**config.mk**
```make
export PLATFORM = sky130hd
export DESIGN_NAME = iolc_upper
export DESIGN_NICKNAME = d
export VERILOG_FILES = /design/src/iolc_pkg.sv /design/src/iolc_upper.sv
export SDC_FILE = /design/constraint.sdc
export NUM_CORES = 1
export LEC_CHECK = 0
export ABC_AREA = 0
export BUFFER_PORTS_ARGS = -buffer_cell sky130_fd_sc_hd__buf_2
export CAP_MARGIN = 10
export CORE_UTILIZATION = 35
export DETAILED_ROUTE_END_ITERATION = 6
export GPL_ROUTABILITY_DRIVEN = 1
export GPL_TIMING_DRIVEN = 0
export PLACE_DENSITY = 0.6
export SYNTH_ARGS = -nofsm -noshare
export SYNTH_HDL_FRONTEND = slang
export SYNTH_SLANG_ARGS = --single-unit
```
**constraint.sdc**
```tcl
create_clock -name clk_i -period 4.1 [get_ports clk_i]
set_input_delay 0.205 -clock clk_i [delete_from_list [all_inputs] [get_ports clk_i]]
set_output_delay 0.205 -clock clk_i [all_outputs]
set_load 0.03 [all_outputs]
```
**src/iolc_pkg.sv**
```systemverilog
// Purpose: Shared constants and carrier types for the I/O line controller upper registers.
// Assumes: 32 lines, APB slave with 8-bit byte address, 32-bit data.
// Notes:   Offsets are byte addresses, one aligned word each.
package iolc_pkg;
  localparam int unsigned LINES = 32;
  localparam int unsigned AW    = 8;

  localparam logic [7:0] OFS_IRQ_EN   = 8'h00;
  localparam logic [7:0] OFS_IRQ_DIS  = 8'h04;
  localparam logic [7:0] OFS_IRQ_MASK = 8'h08;
  localparam logic [7:0] OFS_IRQ_STAT = 8'h0c;
  localparam logic [7:0] OFS_OD_EN    = 8'h10;
  localparam logic [7:0] OFS_OD_DIS   = 8'h14;
  localparam logic [7:0] OFS_OD_STATE = 8'h18;
  localparam logic [7:0] OFS_PU_DIS   = 8'h1c;
  localparam logic [7:0] OFS_PU_EN    = 8'h20;
  localparam logic [7:0] OFS_PU_STATE = 8'h24;
  localparam logic [7:0] OFS_FN_A     = 8'h28;
  localparam logic [7:0] OFS_FN_B     = 8'h2c;
  localparam logic [7:0] OFS_FN_STATE = 8'h30;
  localparam logic [7:0] OFS_DW_EN    = 8'h34;
  localparam logic [7:0] OFS_DW_DIS   = 8'h38;
  localparam logic [7:0] OFS_DW_STATE = 8'h3c;
  localparam logic [7:0] OFS_OUT_DATA = 8'h40;

  localparam logic [31:0] RST_MASK  = 32'h0000_0000;
  localparam logic [31:0] RST_STAT  = 32'h0000_0000;
  localparam logic [31:0] RST_OD    = 32'h0000_0000;
  localparam logic [31:0] RST_PU_DIS = 32'h0000_0000;
  localparam logic [31:0] RST_FN    = 32'h0000_0000;
  localparam logic [31:0] RST_DW    = 32'h0000_0000;
  localparam logic [31:0] RST_DATA  = 32'h0000_0000;
  localparam logic [31:0] ZERO_WORD = 32'h0000_0000;

  // Output data and output enable of one peripheral function, per line.
  typedef struct packed {
    logic [31:0] data;
    logic [31:0] oe;
  } iolc_fn_t;

  // Pad drive: level and active-low output enable, per line.
  typedef struct packed {
    logic [31:0] level;
    logic [31:0] oen;
  } iolc_pad_t;
endpackage

```
**src/iolc_upper.sv**
```systemverilog
// Purpose: Interrupt, open-drain, pull-up, function select and direct
//          write control for 32 I/O lines, with an APB register slave.
// Assumes: Single clock, synchronous active-high reset, zero wait APB.
// Notes:   Pin levels pass a three-stage synchroniser before use.
// Contract
// - Writing one to change_irq_enable enables that line's change interrupt.
// - Writing one to change_irq_disable disables that line's change interrupt.
// - change_irq_mask reads one for enabled lines, zero otherwise.
// - A detected level change sets the line's status bit.
// - Reading change_irq_status clears it; reset clears it too.
// - Writing one to open_drain_enable makes that line open-drain.
// - Writing one to open_drain_disable makes that line push-pull.
// - Open-drain lines are driven low only, never high.
// - Push-pull lines are driven high and low per output data.
// - Writing one to pullup_disable turns that line's pull-up off.
// - Writing one to pullup_enable turns that line's pull-up on.
// - pullup_state reads zero when pull-up on, one when off.
// - Writing one to func_a_select routes the line to function A.
// - Writing one to func_b_select routes the line to function B.
// - func_select_state reads zero for function A, one for B.
// - Writing one to direct_write_enable lets direct data writes reach that line.
// - Writing one to direct_write_disable blocks direct writes; zero does nothing.
// - direct_write_state reads one for lines following direct writes.
module iolc_upper (
  input  wire logic              clk_i,
  input  wire logic              srst_i,
  input  wire logic              psel_i,
  input  wire logic              penable_i,
  input  wire logic              pwrite_i,
  input  wire logic [7:0]        paddr_i,
  input  wire logic [31:0]       pwdata_i,
  output logic                   pready_o,
  output logic [31:0]            prdata_o,
  output logic                   pslverr_o,
  input  wire logic [31:0]       line_in_i,
  input  wire logic [31:0]       pio_owned_i,
  input  wire logic [31:0]       pio_oe_i,
  input  wire iolc_pkg::iolc_fn_t fn_a_i,
  input  wire iolc_pkg::iolc_fn_t fn_b_i,
  output iolc_pkg::iolc_pad_t    pad_o,
  output logic [31:0]            pullup_en_o,
  output logic [31:0]            line_level_o,
  output logic                   irq_o
);

  logic [31:0] sync1_ff;
  logic [31:0] sync2_ff;
  logic [31:0] sync3_ff;
  logic [31:0] level_ff;
  logic [31:0] nxt_level;
  logic [31:0] change;
  logic [31:0] mask_ff;
  logic [31:0] stat_ff;
  logic [31:0] od_ff;
  logic [31:0] pu_dis_ff;
  logic [31:0] fn_b_ff;
  logic [31:0] dw_ff;
  logic [31:0] data_ff;
  logic [31:0] prdata_ff;
  logic        pslverr_ff;
  logic [31:0] rdata;
  logic        hit;
  logic        setup;
  logic        wr_acc;
  logic        stat_rd;
  logic [31:0] drv_data;
  logic [31:0] drv_en;

  // Zero wait states: every access phase completes at its first edge.
  assign pready_o  = 1'b1;
  assign prdata_o  = prdata_ff;
  assign pslverr_o = pslverr_ff;
  assign setup     = psel_i & ~penable_i;
  assign wr_acc    = psel_i & penable_i & pwrite_i;
  assign stat_rd   = psel_i & penable_i & ~pwrite_i & ~pslverr_ff
                   & (paddr_i == iolc_pkg::OFS_IRQ_STAT);

  // Pin synchroniser; only the second and third stages are compared.
  always_ff @(posedge clk_i) begin
    if (srst_i) begin
      sync1_ff <= iolc_pkg::ZERO_WORD;
      sync2_ff <= iolc_pkg::ZERO_WORD;
      sync3_ff <= iolc_pkg::ZERO_WORD;
    end else begin
      sync1_ff <= line_in_i;
      sync2_ff <= sync1_ff;
      sync3_ff <= sync2_ff;
    end
  end

  // A line's level moves only once two stages agree, which masks
  // the stage that may still be settling.
  always_comb begin
    nxt_level = (sync2_ff & ~(sync2_ff ^ sync3_ff))
              | (level_ff & (sync2_ff ^ sync3_ff));
  end

  always_ff @(posedge clk_i) begin
    if (srst_i) begin
      level_ff <= iolc_pkg::ZERO_WORD;
    end else begin
      level_ff <= nxt_level;
    end
  end

  assign change       = level_ff ^ nxt_level;
  assign line_level_o = level_ff;

  // Interrupt mask.
  always_ff @(posedge clk_i) begin
    if (srst_i) begin
      mask_ff <= iolc_pkg::RST_MASK;
    end else if (wr_acc && paddr_i == iolc_pkg::OFS_IRQ_EN) begin
      mask_ff <= mask_ff | pwdata_i;
    end else if (wr_acc && paddr_i == iolc_pkg::OFS_IRQ_DIS) begin
      mask_ff <= mask_ff & ~pwdata_i;
    end
  end

  // A read clears only the bits it returned, so a change landing
  // between setup and access is kept; a new change always wins.
  always_ff @(posedge clk_i) begin
    if (srst_i) begin
      stat_ff <= iolc_pkg::RST_STAT;
    end else if (stat_rd) begin
      stat_ff <= (stat_ff & ~prdata_ff) | change;
    end else begin
      stat_ff <= stat_ff | change;
    end
  end

  assign irq_o = |(stat_ff & mask_ff);

  // Open-drain selection.
  always_ff @(posedge clk_i) begin
    if (srst_i) begin
      od_ff <= iolc_pkg::RST_OD;
    end else if (wr_acc && paddr_i == iolc_pkg::OFS_OD_EN) begin
      od_ff <= od_ff | pwdata_i;
    end else if (wr_acc && paddr_i == iolc_pkg::OFS_OD_DIS) begin
      od_ff <= od_ff & ~pwdata_i;
    end
  end

  // Pull-up control, held in its disabled sense to match its status.
  always_ff @(posedge clk_i) begin
    if (srst_i) begin
      pu_dis_ff <= iolc_pkg::RST_PU_DIS;
    end else if (wr_acc && paddr_i == iolc_pkg::OFS_PU_DIS) begin
      pu_dis_ff <= pu_dis_ff | pwdata_i;
    end else if (wr_acc && paddr_i == iolc_pkg::OFS_PU_EN) begin
      pu_dis_ff <= pu_dis_ff & ~pwdata_i;
    end
  end

  assign pullup_en_o = ~pu_dis_ff;

  // Peripheral function selection.
  always_ff @(posedge clk_i) begin
    if (srst_i) begin
      fn_b_ff <= iolc_pkg::RST_FN;
    end else if (wr_acc && paddr_i == iolc_pkg::OFS_FN_A) begin
      fn_b_ff <= fn_b_ff & ~pwdata_i;
    end else if (wr_acc && paddr_i == iolc_pkg::OFS_FN_B) begin
      fn_b_ff <= fn_b_ff | pwdata_i;
    end
  end

  // Direct output write permission.
  always_ff @(posedge clk_i) begin
    if (srst_i) begin
      dw_ff <= iolc_pkg::RST_DW;
    end else if (wr_acc && paddr_i == iolc_pkg::OFS_DW_EN) begin
      dw_ff <= dw_ff | pwdata_i;
    end else if (wr_acc && paddr_i == iolc_pkg::OFS_DW_DIS) begin
      dw_ff <= dw_ff & ~pwdata_i;
    end
  end

  // Output data; lines without permission ignore direct writes.
  always_ff @(posedge clk_i) begin
    if (srst_i) begin
      data_ff <= iolc_pkg::RST_DATA;
    end else if (wr_acc && paddr_i == iolc_pkg::OFS_OUT_DATA) begin
      data_ff <= (data_ff & ~dw_ff) | (pwdata_i & dw_ff);
    end
  end

  // Pad drive: controller data where it owns the line, else the
  // selected function.
  always_comb begin
    drv_data = (pio_owned_i & data_ff)
             | (~pio_owned_i & ~fn_b_ff & fn_a_i.data)
             | (~pio_owned_i & fn_b_ff & fn_b_i.data);
    drv_en   = (pio_owned_i & pio_oe_i)
             | (~pio_owned_i & ~fn_b_ff & fn_a_i.oe)
             | (~pio_owned_i & fn_b_ff & fn_b_i.oe);
  end

  // An open-drain line releases the pad instead of driving a one.
  assign pad_o.level = drv_data & ~od_ff;
  assign pad_o.oen   = ~(drv_en & (~od_ff | ~drv_data));

  // Read mux; reserved and write-only words read zero.
  always_comb begin
    hit   = 1'b1;
    rdata = iolc_pkg::ZERO_WORD;
    case (paddr_i)
      iolc_pkg::OFS_IRQ_EN:   rdata = iolc_pkg::ZERO_WORD;
      iolc_pkg::OFS_IRQ_DIS:  rdata = iolc_pkg::ZERO_WORD;
      iolc_pkg::OFS_IRQ_MASK: rdata = mask_ff;
      iolc_pkg::OFS_IRQ_STAT: rdata = stat_ff;
      iolc_pkg::OFS_OD_EN:    rdata = iolc_pkg::ZERO_WORD;
      iolc_pkg::OFS_OD_DIS:   rdata = iolc_pkg::ZERO_WORD;
      iolc_pkg::OFS_OD_STATE: rdata = od_ff;
      iolc_pkg::OFS_PU_DIS:   rdata = iolc_pkg::ZERO_WORD;
      iolc_pkg::OFS_PU_EN:    rdata = iolc_pkg::ZERO_WORD;
      iolc_pkg::OFS_PU_STATE: rdata = pu_dis_ff;
      iolc_pkg::OFS_FN_A:     rdata = iolc_pkg::ZERO_WORD;
      iolc_pkg::OFS_FN_B:     rdata = iolc_pkg::ZERO_WORD;
      iolc_pkg::OFS_FN_STATE: rdata = fn_b_ff;
      iolc_pkg::OFS_DW_EN:    rdata = iolc_pkg::ZERO_WORD;
      iolc_pkg::OFS_DW_DIS:   rdata = iolc_pkg::ZERO_WORD;
      iolc_pkg::OFS_DW_STATE: rdata = dw_ff;
      iolc_pkg::OFS_OUT_DATA: rdata = data_ff;
      default: begin
        hit   = 1'b0;
        rdata = iolc_pkg::ZERO_WORD;
      end
    endcase
  end

  // Read data and error are captured in the setup cycle so that they
  // leave a flip-flop during the access phase.
  always_ff @(posedge clk_i) begin
    if (srst_i) begin
      prdata_ff  <= iolc_pkg::ZERO_WORD;
      pslverr_ff <= 1'b0;
    end else if (setup) begin
      prdata_ff  <= pwrite_i ? iolc_pkg::ZERO_WORD : rdata;
      pslverr_ff <= ~hit;
    end
  end
endmodule

```
==> flow_metrics.py, run 1 <==
metrics = {
    "setup_path": {
        "critPathBufInv": 4,
        "rr_endpoint": "stat_ff[1]",
        "slowest_stage": "nor2_1",
        "startpoint_type": "input port",
        "end_kind": "flop",
        "max_stage_delay_ns": 0.94,
        "arrival_ns": 3.42,
        "crit_end": "stat_ff[1]",
        "crit_type": "input port to flop",
        "reg2regPathDepth": 5,
        "worst-path-stages": 9,
        "crit_fanout": 10,
        "r2r_start": "pslverr_o",
        "critical_path_required_ns": 4.52,
        "rrSetupSlack_ns": 2.27,
        "critical_path.startpoint": "paddr_i[2]",
        "critPathTopFamily": "simple AND/OR/NAND/NOR gates",
        "cp_cell_sequence": "buf_2, buf_2, nand4bb_1, clkbuf_1, nor2_1, nand4_1, clkbuf_1, o21ai_1, a21oi_1",
    },
    "yosys": {
        "yosysUniqueCellTypes": 55,
        "synth-edff-count": 0,
        "yosys_register_bits": 385,
        "async_reset_ff_share_pct": 0,
        "synth_top_area_share_pct": 43.9,
        "syn_area_um2": 17500,
        "syn_inst": 2216,
        "synth_area_leader_cell": "dfxtp_1",
        "yosysSeqAreaShare_pct": 43.9,
        "synthTopCellsByCount": "dfxtp_1 (385), nand2_1 (347), a21oi_1 (234), nor2_1 (220), a22oi_1 (157)",
        "yosysMostFrequentCell": "dfxtp_1",
        "synth_nets": 2485,
        "synth_warnings": 0,
        "syn_area_per_cell_um2": 7.91,
        "synthTopCellsByArea": "dfxtp_1 (44%), nand2_1 (7.4%), a22oi_1 (6.7%)",
        "ys.flop_type": "dfxtp_1",
    },
    "timing": {
        "slew_violations": 0,
        "hold_ws_ns": 0.0255,
        "finClkSkew_ns": 0.0251,
        "post-route-period-util_pct": 73.3,
        "min_period_ns": 3.01,
        "fmax_mhz": 333,
        "finalHoldViolCount": 0,
        "max-slew-margin-rel_pct": 18.9,
        "tightest_slew_ns": 1.22,
        "rsz0062_at_grt": "false",
        "setup_tns_ns": 0,
        "setup_viol": 0,
        "worst_slack_ns": 1.09,
    },
    "placement": {
        "dpl.cell_count": 3309,
        "dp_hpwl_mm": 56.1,
        "dpl_worst_slack_ns": 0.700,
        "dpl_cell_area_um2": 20500,
        "placement.io_buffers": 428,
        "gp_congestion": 0.952,
    },
    "floorplan": {
        "io-pin-count": 432,
        "initial_core_util_pct": 35.7,
        "die-width_um": 226,
        "die_area_um2": 51000,
        "chipHeight_um": 226,
        "core_um2": 49200,
        "rows": 81,
    },
    "clock_network": {
        "postCtsResizedCells": 0,
        "cts_buffers": 43,
        "htreeDepth": 2,
        "cts_buffer_depth": 3,
        "cts_sinks": 385,
        "clock_latency_ns": 0.58,
        "cts_root_buf": "clkbuf_16",
        "clkTransAtPathRegs_ns": 0.06,
        "cts_tree": "done",
    },
    "global_routing": {
        "grt_pass1_wl_mm": 108,
        "grt_pass1_vias": 17566,
        "grt_use_met1_pct": 35.9,
        "top_usage_layer": "met2",
        "use_met3_pct": 4.91,
        "overflow": 0,
        "antenna_found_initial": 4,
        "grt_max_degree": 14,
        "grt_usage_pct": 28.5,
        "met2_usage_pct": 48.1,
    },
    "drt": {
        "route.detailed.drc": 0,
        "first_pass_iters": 6,
        "avgRoutedWirePerCell_um": 21.7,
        "dr_total_vias": 18701,
        "via_per_inst": 5.42,
        "routed_wirelength_mm": 75.0,
        "first_iter_violations": 1703,
        "drtAntennaViolNets": 0,
    },
    "power": {
        "finalPower_mw": 8.45,
        "seq_power_share_pct": 45.1,
        "p_leak_nw": 8.24,
        "internal_power_mw": 6.34,
        "combinationalPowerShare_pct": 8.5,
        "irDropWorstVdd_mv": 0.240,
        "p_clk_share_pct": 46.4,
        "power.density_nw_per_um2": 375,
        "power.switching_mw": 2.11,
        "sw_frac_of_total_pct": 24.9,
    },
    "flow_run": {
        "max_cap_violations": 0,
    },
    "cells_and_area": {
        "nets": 3020,
        "finalNonFillerCells": 3452,
        "final_area_um2": 22600,
        "drive_gt1_share_pct": 20.3,
        "utilization_pct": 45.9,
        "synthToLayoutAreaGrowth_pct": 28.6,
    },
    "min_path": {
        "hold_path_class": "input port to flop",
    },
    "run_status": {
        "status": "finished, final reports clean",
    },
}
[final cells by class]
cell class	instances	area, µm²
Fill cell	4889	26600
Multi-Input combinational cell	1541	8650
Sequential cell	385	7710
Timing Repair Buffer	490	2750
Clock buffer	64	1290
Tap cell	664	831
Buffer	160	688
Inverter	130	488
Clock inverter	15	140
Antenna cell	3	7.51
[placed cells by master (no fill, tap or decap), types with 7 or more instances in the layout]
cell,netlist,layout
nand3_1,43,43
a311oi_1,32,32
a22o_1,11,11
o22ai_1,15,15
o21ai_0,116,116
o22a_1,17,17
nor2_1,220,220
a211oi_1,8,8
o21ai_1,60,60
clkbuf_1,126,135
nor2b_1,105,105
nand2_1,347,347
clkinv_2,0,11
dfxtp_1,385,385
a22oi_1,157,157
a221oi_2,17,17
a21oi_1,234,234
clkbuf_16,0,44
mux2i_1,88,88
dlygate4sd3_1,0,60
buf_2,22,451
and3_1,17,17
inv_1,130,130
clkbuf_8,0,11
a222oi_1,7,7
[kinds of logic (layout without fill, tap and decap cells)]
group                     Yosys count  count (layout)  synth area share (%)
xor gates and xnor gates            2               2                0.0999
AOI/OAI and AO/OA                 681             681                  24.5
and+or+nand+nor                   769             769                  19.7
muxes                              88              88                  5.02
buffers and inverters             290             859                  6.71
other                               1               4                0.0214
DFF                               385             385                  43.9
[how the worst min path moves through the flow]
stage	endpoint	start	cells after the start	slack (ns)
global route	flop	pwdata_i[14]	4	0.07
finish	flop	pwdata_i[1]	4	0.03
detailed placement	sync1_ff[22]	line_in_i[22]	2	0.42
CTS	flop	pwdata_i[1]	4	0.005
global placement	sync1_ff[19]	line_in_i[19]	2	0.41
floorplan	sync1_ff[0]	line_in_i[0]	1	0.33
[routing by layer]
metal / wire, µm / vias up
li1: - / 8775
met1: 30800 / 8884
met2: 35400 / 892
met3: 6150 / 148
met4: 2670 / 2
met5: 11 / -
[power groups by stage]
stage	Clock [mW]	Sequential, mW	Combinational [mW]
4_1_cts	3.97	3.81	0.710
3_3_place_gp	0	3.89	0.650
3_5_place_dp	0	3.90	0.663
2_1_floorplan	0	3.89	0.345
6_report	3.92	3.82	0.716
5_1_grt	4.12	3.82	0.768
[what timing repair did]
item | in CTS | in global routing
setup buffers | 0 | 0
hold buffers | 60 | 0
endpoints found under the hold margin | 60 | 0
[worst reg2reg max path: cells and delay by family (launching register included)]
family | cells | cell delay (ns)
buffers and inverters | 1 | 0.49
and+or+nand+nor | 2 | 0.47
AOI/OAI and AO/OA | 2 | 0.39
DFF | 1 | 0.33
(Power assumes the default switching activity.)
==> run 2, diff against run 1 <==
--- a/config.mk
+++ b/config.mk
@@ -5,7 +5,7 @@
 export SDC_FILE = /design/constraint.sdc
 export NUM_CORES = 1
 export LEC_CHECK = 0
-export ABC_AREA = 0
+export ABC_AREA = 1
 export BUFFER_PORTS_ARGS = -buffer_cell sky130_fd_sc_hd__buf_2
 export CAP_MARGIN = 10
 export CORE_UTILIZATION = 35
==> constraint.sdc (replaced) <==
create_clock -name clk_i -period 3 [get_ports clk_i]
set_input_delay 0.15 -clock clk_i [delete_from_list [all_inputs] [get_ports clk_i]]
set_output_delay 0.15 -clock clk_i [all_outputs]
set_load 0.03 [all_outputs]
==> flow_metrics.py, run 2 <==
metrics = {
    "run_status": {
        "status": "finished, final reports clean",
    },
    "cells_and_area": {
        "final_area_um2": 23300,
        "drive_gt1_share_pct": 17.9,
        "nets": 3487,
        "mostFrequentLayoutCells": "nand2_1 (523), buf_2 (468), inv_1 (393)",
        "finalNonFillerCells": 3938,
        "utilization_pct": 45.5,
        "fillers": 5458,
        "synthToLayoutAreaGrowth_pct": 28.1,
        "layout_commonest_cell": "nand2_1",
    },
    "yosys": {
        "synth_warnings": 0,
        "yosysSeqAreaShare_pct": 42.4,
        "synth_area_leader_cell": "dfxtp_1",
        "synthTopCellsByCount": "nand2_1 (523), inv_1 (393), dfxtp_1 (385), nand3_1 (363), a21oi_1 (233)",
        "syn_area_per_cell_um2": 6.79,
        "syn_area_um2": 18200,
        "yosys_register_bits": 385,
        "synthTopCellsByArea": "dfxtp_1 (42%), nand2_1 (11%), nand3_1 (10%)",
        "async_reset_ff_share_pct": 0,
        "synth-edff-count": 0,
        "synth_nets": 2948,
        "yosysMostFrequentCell": "nand2_1",
        "synth_top_area_share_pct": 42.4,
        "ys.flop_type": "dfxtp_1",
        "syn_inst": 2679,
        "yosysUniqueCellTypes": 29,
    },
    "clock_network": {
        "htreeDepth": 2,
        "cts_root_buf": "clkbuf_16",
        "clkTransAtPathRegs_ns": 0.06,
        "cts_setup_buffers": 0,
        "cts_tree": "done",
        "cts_sinks": 385,
        "clock_latency_ns": 0.58,
        "cts_buffers": 44,
        "cts_buffer_depth": 3,
    },
    "setup_path": {
        "rr_endpoint": "stat_ff[6]",
        "cpMostUsedCell": "nand2_1",
        "startpoint_type": "flop",
        "crit_fanout": 3,
        "end_kind": "output port",
        "max_stage_delay_ns": 0.36,
        "slowest_stage": "dfxtp_1",
        "r2r_start": "pslverr_o",
        "critical_path_required_ns": 2.85,
        "crit_type": "flop to output port",
        "cp_cell_sequence": "nand2_1, nand2_1, a221oi_1, nand3_1, nor2_1, nand2_1, buf_2",
        "rrSetupSlack_ns": 1.34,
        "reg2regPathDepth": 5,
        "arrival_ns": 2.14,
    },
    "timing": {
        "setup_tns_ns": 0,
        "slew_violations": 0,
        "post-route-period-util_pct": 76.4,
        "max-slew-margin-rel_pct": 39.9,
        "finalHoldViolCount": 0,
        "rsz0062_at_grt": "false",
        "min_period_ns": 2.29,
        "setup_viol": 0,
        "hold_ws_ns": 0.0416,
        "finClkSkew_ns": 0.0110,
        "fmax_mhz": 436,
        "worst_slack_ns": 0.708,
        "tightest_slew_ns": 0.902,
    },
    "global_routing": {
        "grt_max_degree": 14,
        "grt_pass1_wl_mm": 110,
        "grt_usage_pct": 27.2,
        "antenna_found_initial": 7,
        "grt_pass1_vias": 18849,
        "overflow": 0,
    },
    "drt": {
        "dr_total_vias": 19904,
        "drtAntennaViolNets": 0,
        "first_iter_violations": 1885,
        "avgRoutedWirePerCell_um": 18.5,
        "routed_wirelength_mm": 73.0,
        "via_per_inst": 5.05,
        "first_pass_iters": 6,
        "route.detailed.drc": 0,
    },
    "floorplan": {
        "initial_core_util_pct": 35.5,
        "core_um2": 51300,
        "die_area_um2": 52900,
        "io-pin-count": 432,
        "rows": 83,
        "chipHeight_um": 230,
        "die-width_um": 230,
    },
    "power": {
        "power.density_nw_per_um2": 503,
        "p_leak_nw": 10.1,
        "finalPower_mw": 11.7,
        "irDropWorstVdd_mv": 0.366,
    },
    "placement": {
        "dp_hpwl_mm": 53.7,
        "gp_congestion": 0.939,
        "placement.io_buffers": 429,
        "dpl.cell_count": 3788,
        "dpl_worst_slack_ns": 0.838,
        "dpl_cell_area_um2": 21200,
    },
    "flow_run": {
        "max_cap_violations": 0,
    },
    "min_path": {
        "hold_path_class": "input port to flop",
        "worstHoldStart": "paddr_i[2]",
        "holdPathStages": 3,
    },
}
[run 2: cell types whose count changed in the layout (fill, tap and decap cells not counted), moves of 41 or more]
| cell | previous run | this run |
|---|---|---|
| clkbuf_1 | 135 | 94 |
| a22oi_1 | 157 | 0 |
| nand3_1 | 43 | 363 |
| o21ai_0 | 116 | 207 |
| mux2i_1 | 88 | 0 |
| inv_1 | 130 | 393 |
| nor2b_1 | 105 | 0 |
| nand2_1 | 347 | 523 |
[run 2: area by class of cell]
| class | instances | area [µm²] | share of cell area [%] |
|---|---|---|---|
| well taps | 680 | 851 | 3.65 |
| clock buffers | 74 | 1370 | 5.86 |
| multi-input cells | 1760 | 8370 | 35.9 |
| repair buffers | 493 | 2790 | 12.0 |
| diodes | 4 | 10.0 | 0.0429 |
| flip-flops and latches | 385 | 7710 | 33.0 |
| plain buffers | 135 | 623 | 2.67 |
| clock inverters | 8 | 108 | 0.461 |
| inverters | 399 | 1500 | 6.42 |
[run 2: power breakdown]
part / internal (mW) / switching (mW)
clock network: 3.27 / 2.22
logic: 0.359 / 0.680
registers: 5.17 / 0.0234
[run 2: critical path, delay by kind of cell (launching register included)]
family	cells	cell delay (ns)
and+or+nand+nor	5	0.67
DFF	1	0.36
AOI/OAI and AO/OA	1	0.33
buffers and inverters	1	0.20
[run 2: logic make-up after synthesis]
| kind of cell | after synthesis | synth area share (%) |
|---|---|---|
| other cells | 1 | 0.0206 |
| simple gates | 1135 | 26.3 |
| flops | 385 | 42.4 |
| compound gates | 592 | 18.2 |
| xor+xnor | 32 | 1.54 |
| buf+inv | 534 | 11.7 |
[run 2: worst max path at each step]
stage,cells past startpoint,endpoint,start,slack (ns)
2_1_floorplan,9,flop,paddr_i[0],1.69
3_3_place_gp,11,prdata_o[12],paddr_i[0],0.86
3_5_place_dp,11,prdata_o[11],paddr_i[0],0.84
4_1_cts,7,irq_o,stat_ff[26],0.76
5_1_grt,7,irq_o,stat_ff[27],0.56
6_report,7,irq_o,stat_ff[26],0.71
[run 2: routing by layer]
| metal | up-vias | wire (µm) | global-route usage (%) |
|---|---|---|---|
| met1 | 9042 | 30000 | 35.0 |
| met4 | 8 | 2960 | 12.5 |
| met2 | 912 | 32300 | 43.1 |
| met3 | 159 | 7610 | 6.21 |
| met5 | - | 45 | 0 |
| li1 | 9783 | - | - |
[run 2: what timing repair did]
| item | CTS | global route |
|---|---|---|
| hold endpoints to repair | 224 | 0 |
| resized for setup | 0 | 0 |
| endpoints found under the setup margin | 0 | 0 |
| hold buffers | 64 | 0 |
==> run 3, diff against run 2 <==
--- a/config.mk
+++ b/config.mk
@@ -12,7 +12,7 @@
 export DETAILED_ROUTE_END_ITERATION = 6
 export GPL_ROUTABILITY_DRIVEN = 1
 export GPL_TIMING_DRIVEN = 0
-export PLACE_DENSITY = 0.6
+export PLACE_DENSITY = 0.62
 export SYNTH_ARGS = -nofsm -noshare
 export SYNTH_HDL_FRONTEND = slang
 export SYNTH_SLANG_ARGS = --single-unit
==> constraint.sdc (replaced) <==
create_clock -name clk_i -period 2.1 [get_ports clk_i]
set_input_delay 0.105 -clock clk_i [delete_from_list [all_inputs] [get_ports clk_i]]
set_output_delay 0.105 -clock clk_i [all_outputs]
set_load 0.03 [all_outputs]
==> flow_metrics.py, run 3 (synthesized netlist as in run 2, its figures left out) <==
metrics = {
    "cells_and_area": {
        "utilization_pct": 45.2,
        "nets": 3488,
        "layout_commonest_cell": "nand2_1",
        "drive_gt1_share_pct": 18.0,
        "mostFrequentLayoutCells": "nand2_1 (523), buf_2 (465), inv_1 (393)",
        "fillers": 5440,
        "synthToLayoutAreaGrowth_pct": 27.5,
    },
    "global_routing": {
        "grt_pass1_wl_mm": 108,
        "antenna_found_initial": 4,
        "overflow": 0,
        "grt_pass1_vias": 18393,
        "grt_max_degree": 13,
        "grt_usage_pct": 26.5,
    },
    "timing": {
        "finalHoldViolCount": 0,
        "finClkSkew_ns": 0.0303,
        "tightest_slew_ns": 0.990,
        "slew_violations": 0,
        "min_period_ns": 2.05,
        "setup_viol": 0,
        "post-route-period-util_pct": 97.4,
        "max-slew-margin-rel_pct": 34.0,
        "fmax_mhz": 489,
    },
    "drt": {
        "first_iter_violations": 1985,
        "route.detailed.drc": 9,
        "first_pass_iters": 7,
        "drtAntennaViolNets": 0,
        "routed_wirelength_mm": 72.3,
        "via_per_inst": 5.06,
        "dr_total_vias": 19880,
        "avgRoutedWirePerCell_um": 18.4,
    },
    "placement": {
        "dp_hpwl_mm": 53.3,
        "placement.io_buffers": 429,
        "gp_congestion": 0.956,
    },
    "floorplan": {
        "io-pin-count": 432,
        "initial_core_util_pct": 35.5,
        "die_area_um2": 52900,
        "core_um2": 51300,
        "die-width_um": 230,
        "rows": 83,
        "chipHeight_um": 230,
    },
    "setup_path": {
        "reg2regPathDepth": 5,
        "startpoint_type": "input port",
        "end_kind": "flop",
        "arrival_ns": 2.45,
        "rrSetupSlack_ns": 0.39,
        "crit_type": "input port to flop",
        "rr_endpoint": "stat_ff[8]",
        "r2r_start": "pslverr_o",
        "critical_path_required_ns": 2.51,
        "crit_fanout": 10,
    },
    "flow_run": {
        "max_cap_violations": 0,
    },
    "min_path": {
        "min_to": "pslverr_o",
        "hold_path_class": "input port to flop",
        "holdPathStages": 6,
        "worstHoldStart": "paddr_i[3]",
    },
    "clock_network": {
        "clock_latency_ns": 0.58,
        "htreeDepth": 2,
        "cts_tree": "done",
        "cts_buffer_depth": 3,
        "cts_root_buf": "clkbuf_16",
        "cts_buffers": 43,
        "cts_sinks": 385,
        "clkTransAtPathRegs_ns": 0.06,
    },
    "power": {
        "power.density_nw_per_um2": 692,
        "internal_power_mw": 11.9,
        "p_leak_nw": 10.1,
        "combinationalPowerShare_pct": 9.2,
        "p_clk_share_pct": 44.6,
        "irDropWorstVdd_mv": 0.494,
        "seq_power_share_pct": 46.2,
        "sw_frac_of_total_pct": 25.6,
        "finalPower_mw": 16.1,
        "power.switching_mw": 4.12,
    },
    "run_status": {
        "status": "complete, but fails checks",
        "violations": "DRC",
    },
}
## run 3: worst max path at each step
stage | from | end | slack, ns | cells after the start
2_1_floorplan | pslverr_o | stat_ff[10] | 0.83 | 5
3_3_place_gp | paddr_i[2] | flop | 0.02 | 9
3_5_place_dp | paddr_i[0] | prdata_o[20] | 0.0003 | 11
4_1_cts | stat_ff[30] | irq_o | 0.02 | 6
5_1_grt | paddr_i[2] | flop | -0.03 | 10
6_report | paddr_i[2] | flop | 0.05 | 10
## run 3: per-layer routing
metal	share of wire [%]	wire length, µm	up-vias	GRT usage (%)
met2	45	32200	955	42.5
li1	-	-	9771	-
met3	9.4	6780	169	5.43
met4	3.9	2830	0	12.0
met5	0	0	-	0
met1	42	30500	8985	34.2
## run 3: power groups by stage
stage | combinational [mW] | sequential, mW | clock [mW]
2_1_floorplan | 0.708 | 7.58 | 0
3_3_place_gp | 1.37 | 7.58 | 0
3_5_place_dp | 1.37 | 7.59 | 0
4_1_cts | 1.47 | 7.42 | 7.26
5_1_grt | 1.60 | 7.43 | 7.55
6_report | 1.48 | 7.42 | 7.16
## run 3: layout make-up
class	instances	area, µm²	area share [%]
Timing Repair Buffer	495	2810	12.1
Antenna cell	4	10.0	0.0431
Inverter	399	1500	6.46
Tap cell	680	851	3.67
Sequential cell	385	7710	33.2
Multi-Input combinational cell	1760	8410	36.2
Clock buffer	61	1180	5.10
Clock inverter	12	100	0.431
Buffer	135	633	2.73
## run 3: critical path, cell delays in order
cell	delay, ns
dlygate4sd3_1	0.52
buf_2	0.26
nand2_1	0.13
nor2_4	0.27
nand2_1	0.12
nand2_1	0.11
nand2_1	0.22
clkbuf_2	0.35
o21ai_0	0.26
a21oi_1	0.09
## run 3: timing repair
action,in CTS,in global routing
resized for setup,1,19
buffers inserted,0,0
hold buffers,66,0
endpoints found under the hold margin,226,0
pin swaps,1,2
endpoints found under the setup margin,1,39
## run 3: per-stage QoR
stage | cells | worst slack (ns) | hold WS (ns) | TNS, ns | cell area [µm²]
final | 3931 | 0.0546 | 0.0528 | 0 | 23200
after global routing | 3930 | -0.0287 | 0.0728 | -0.0464 | 23200
after CTS | 3927 | 0.0166 | 0.00930 | 0 | 23100
after detailed placement | 3788 | 0.000262 | 0.312 | 0 | 21200
after global placement | 3788 | 0.0228 | 0.308 | 0 | 21200
after floorplan | 2679 | 0.825 | 0.203 | 0 | 18200
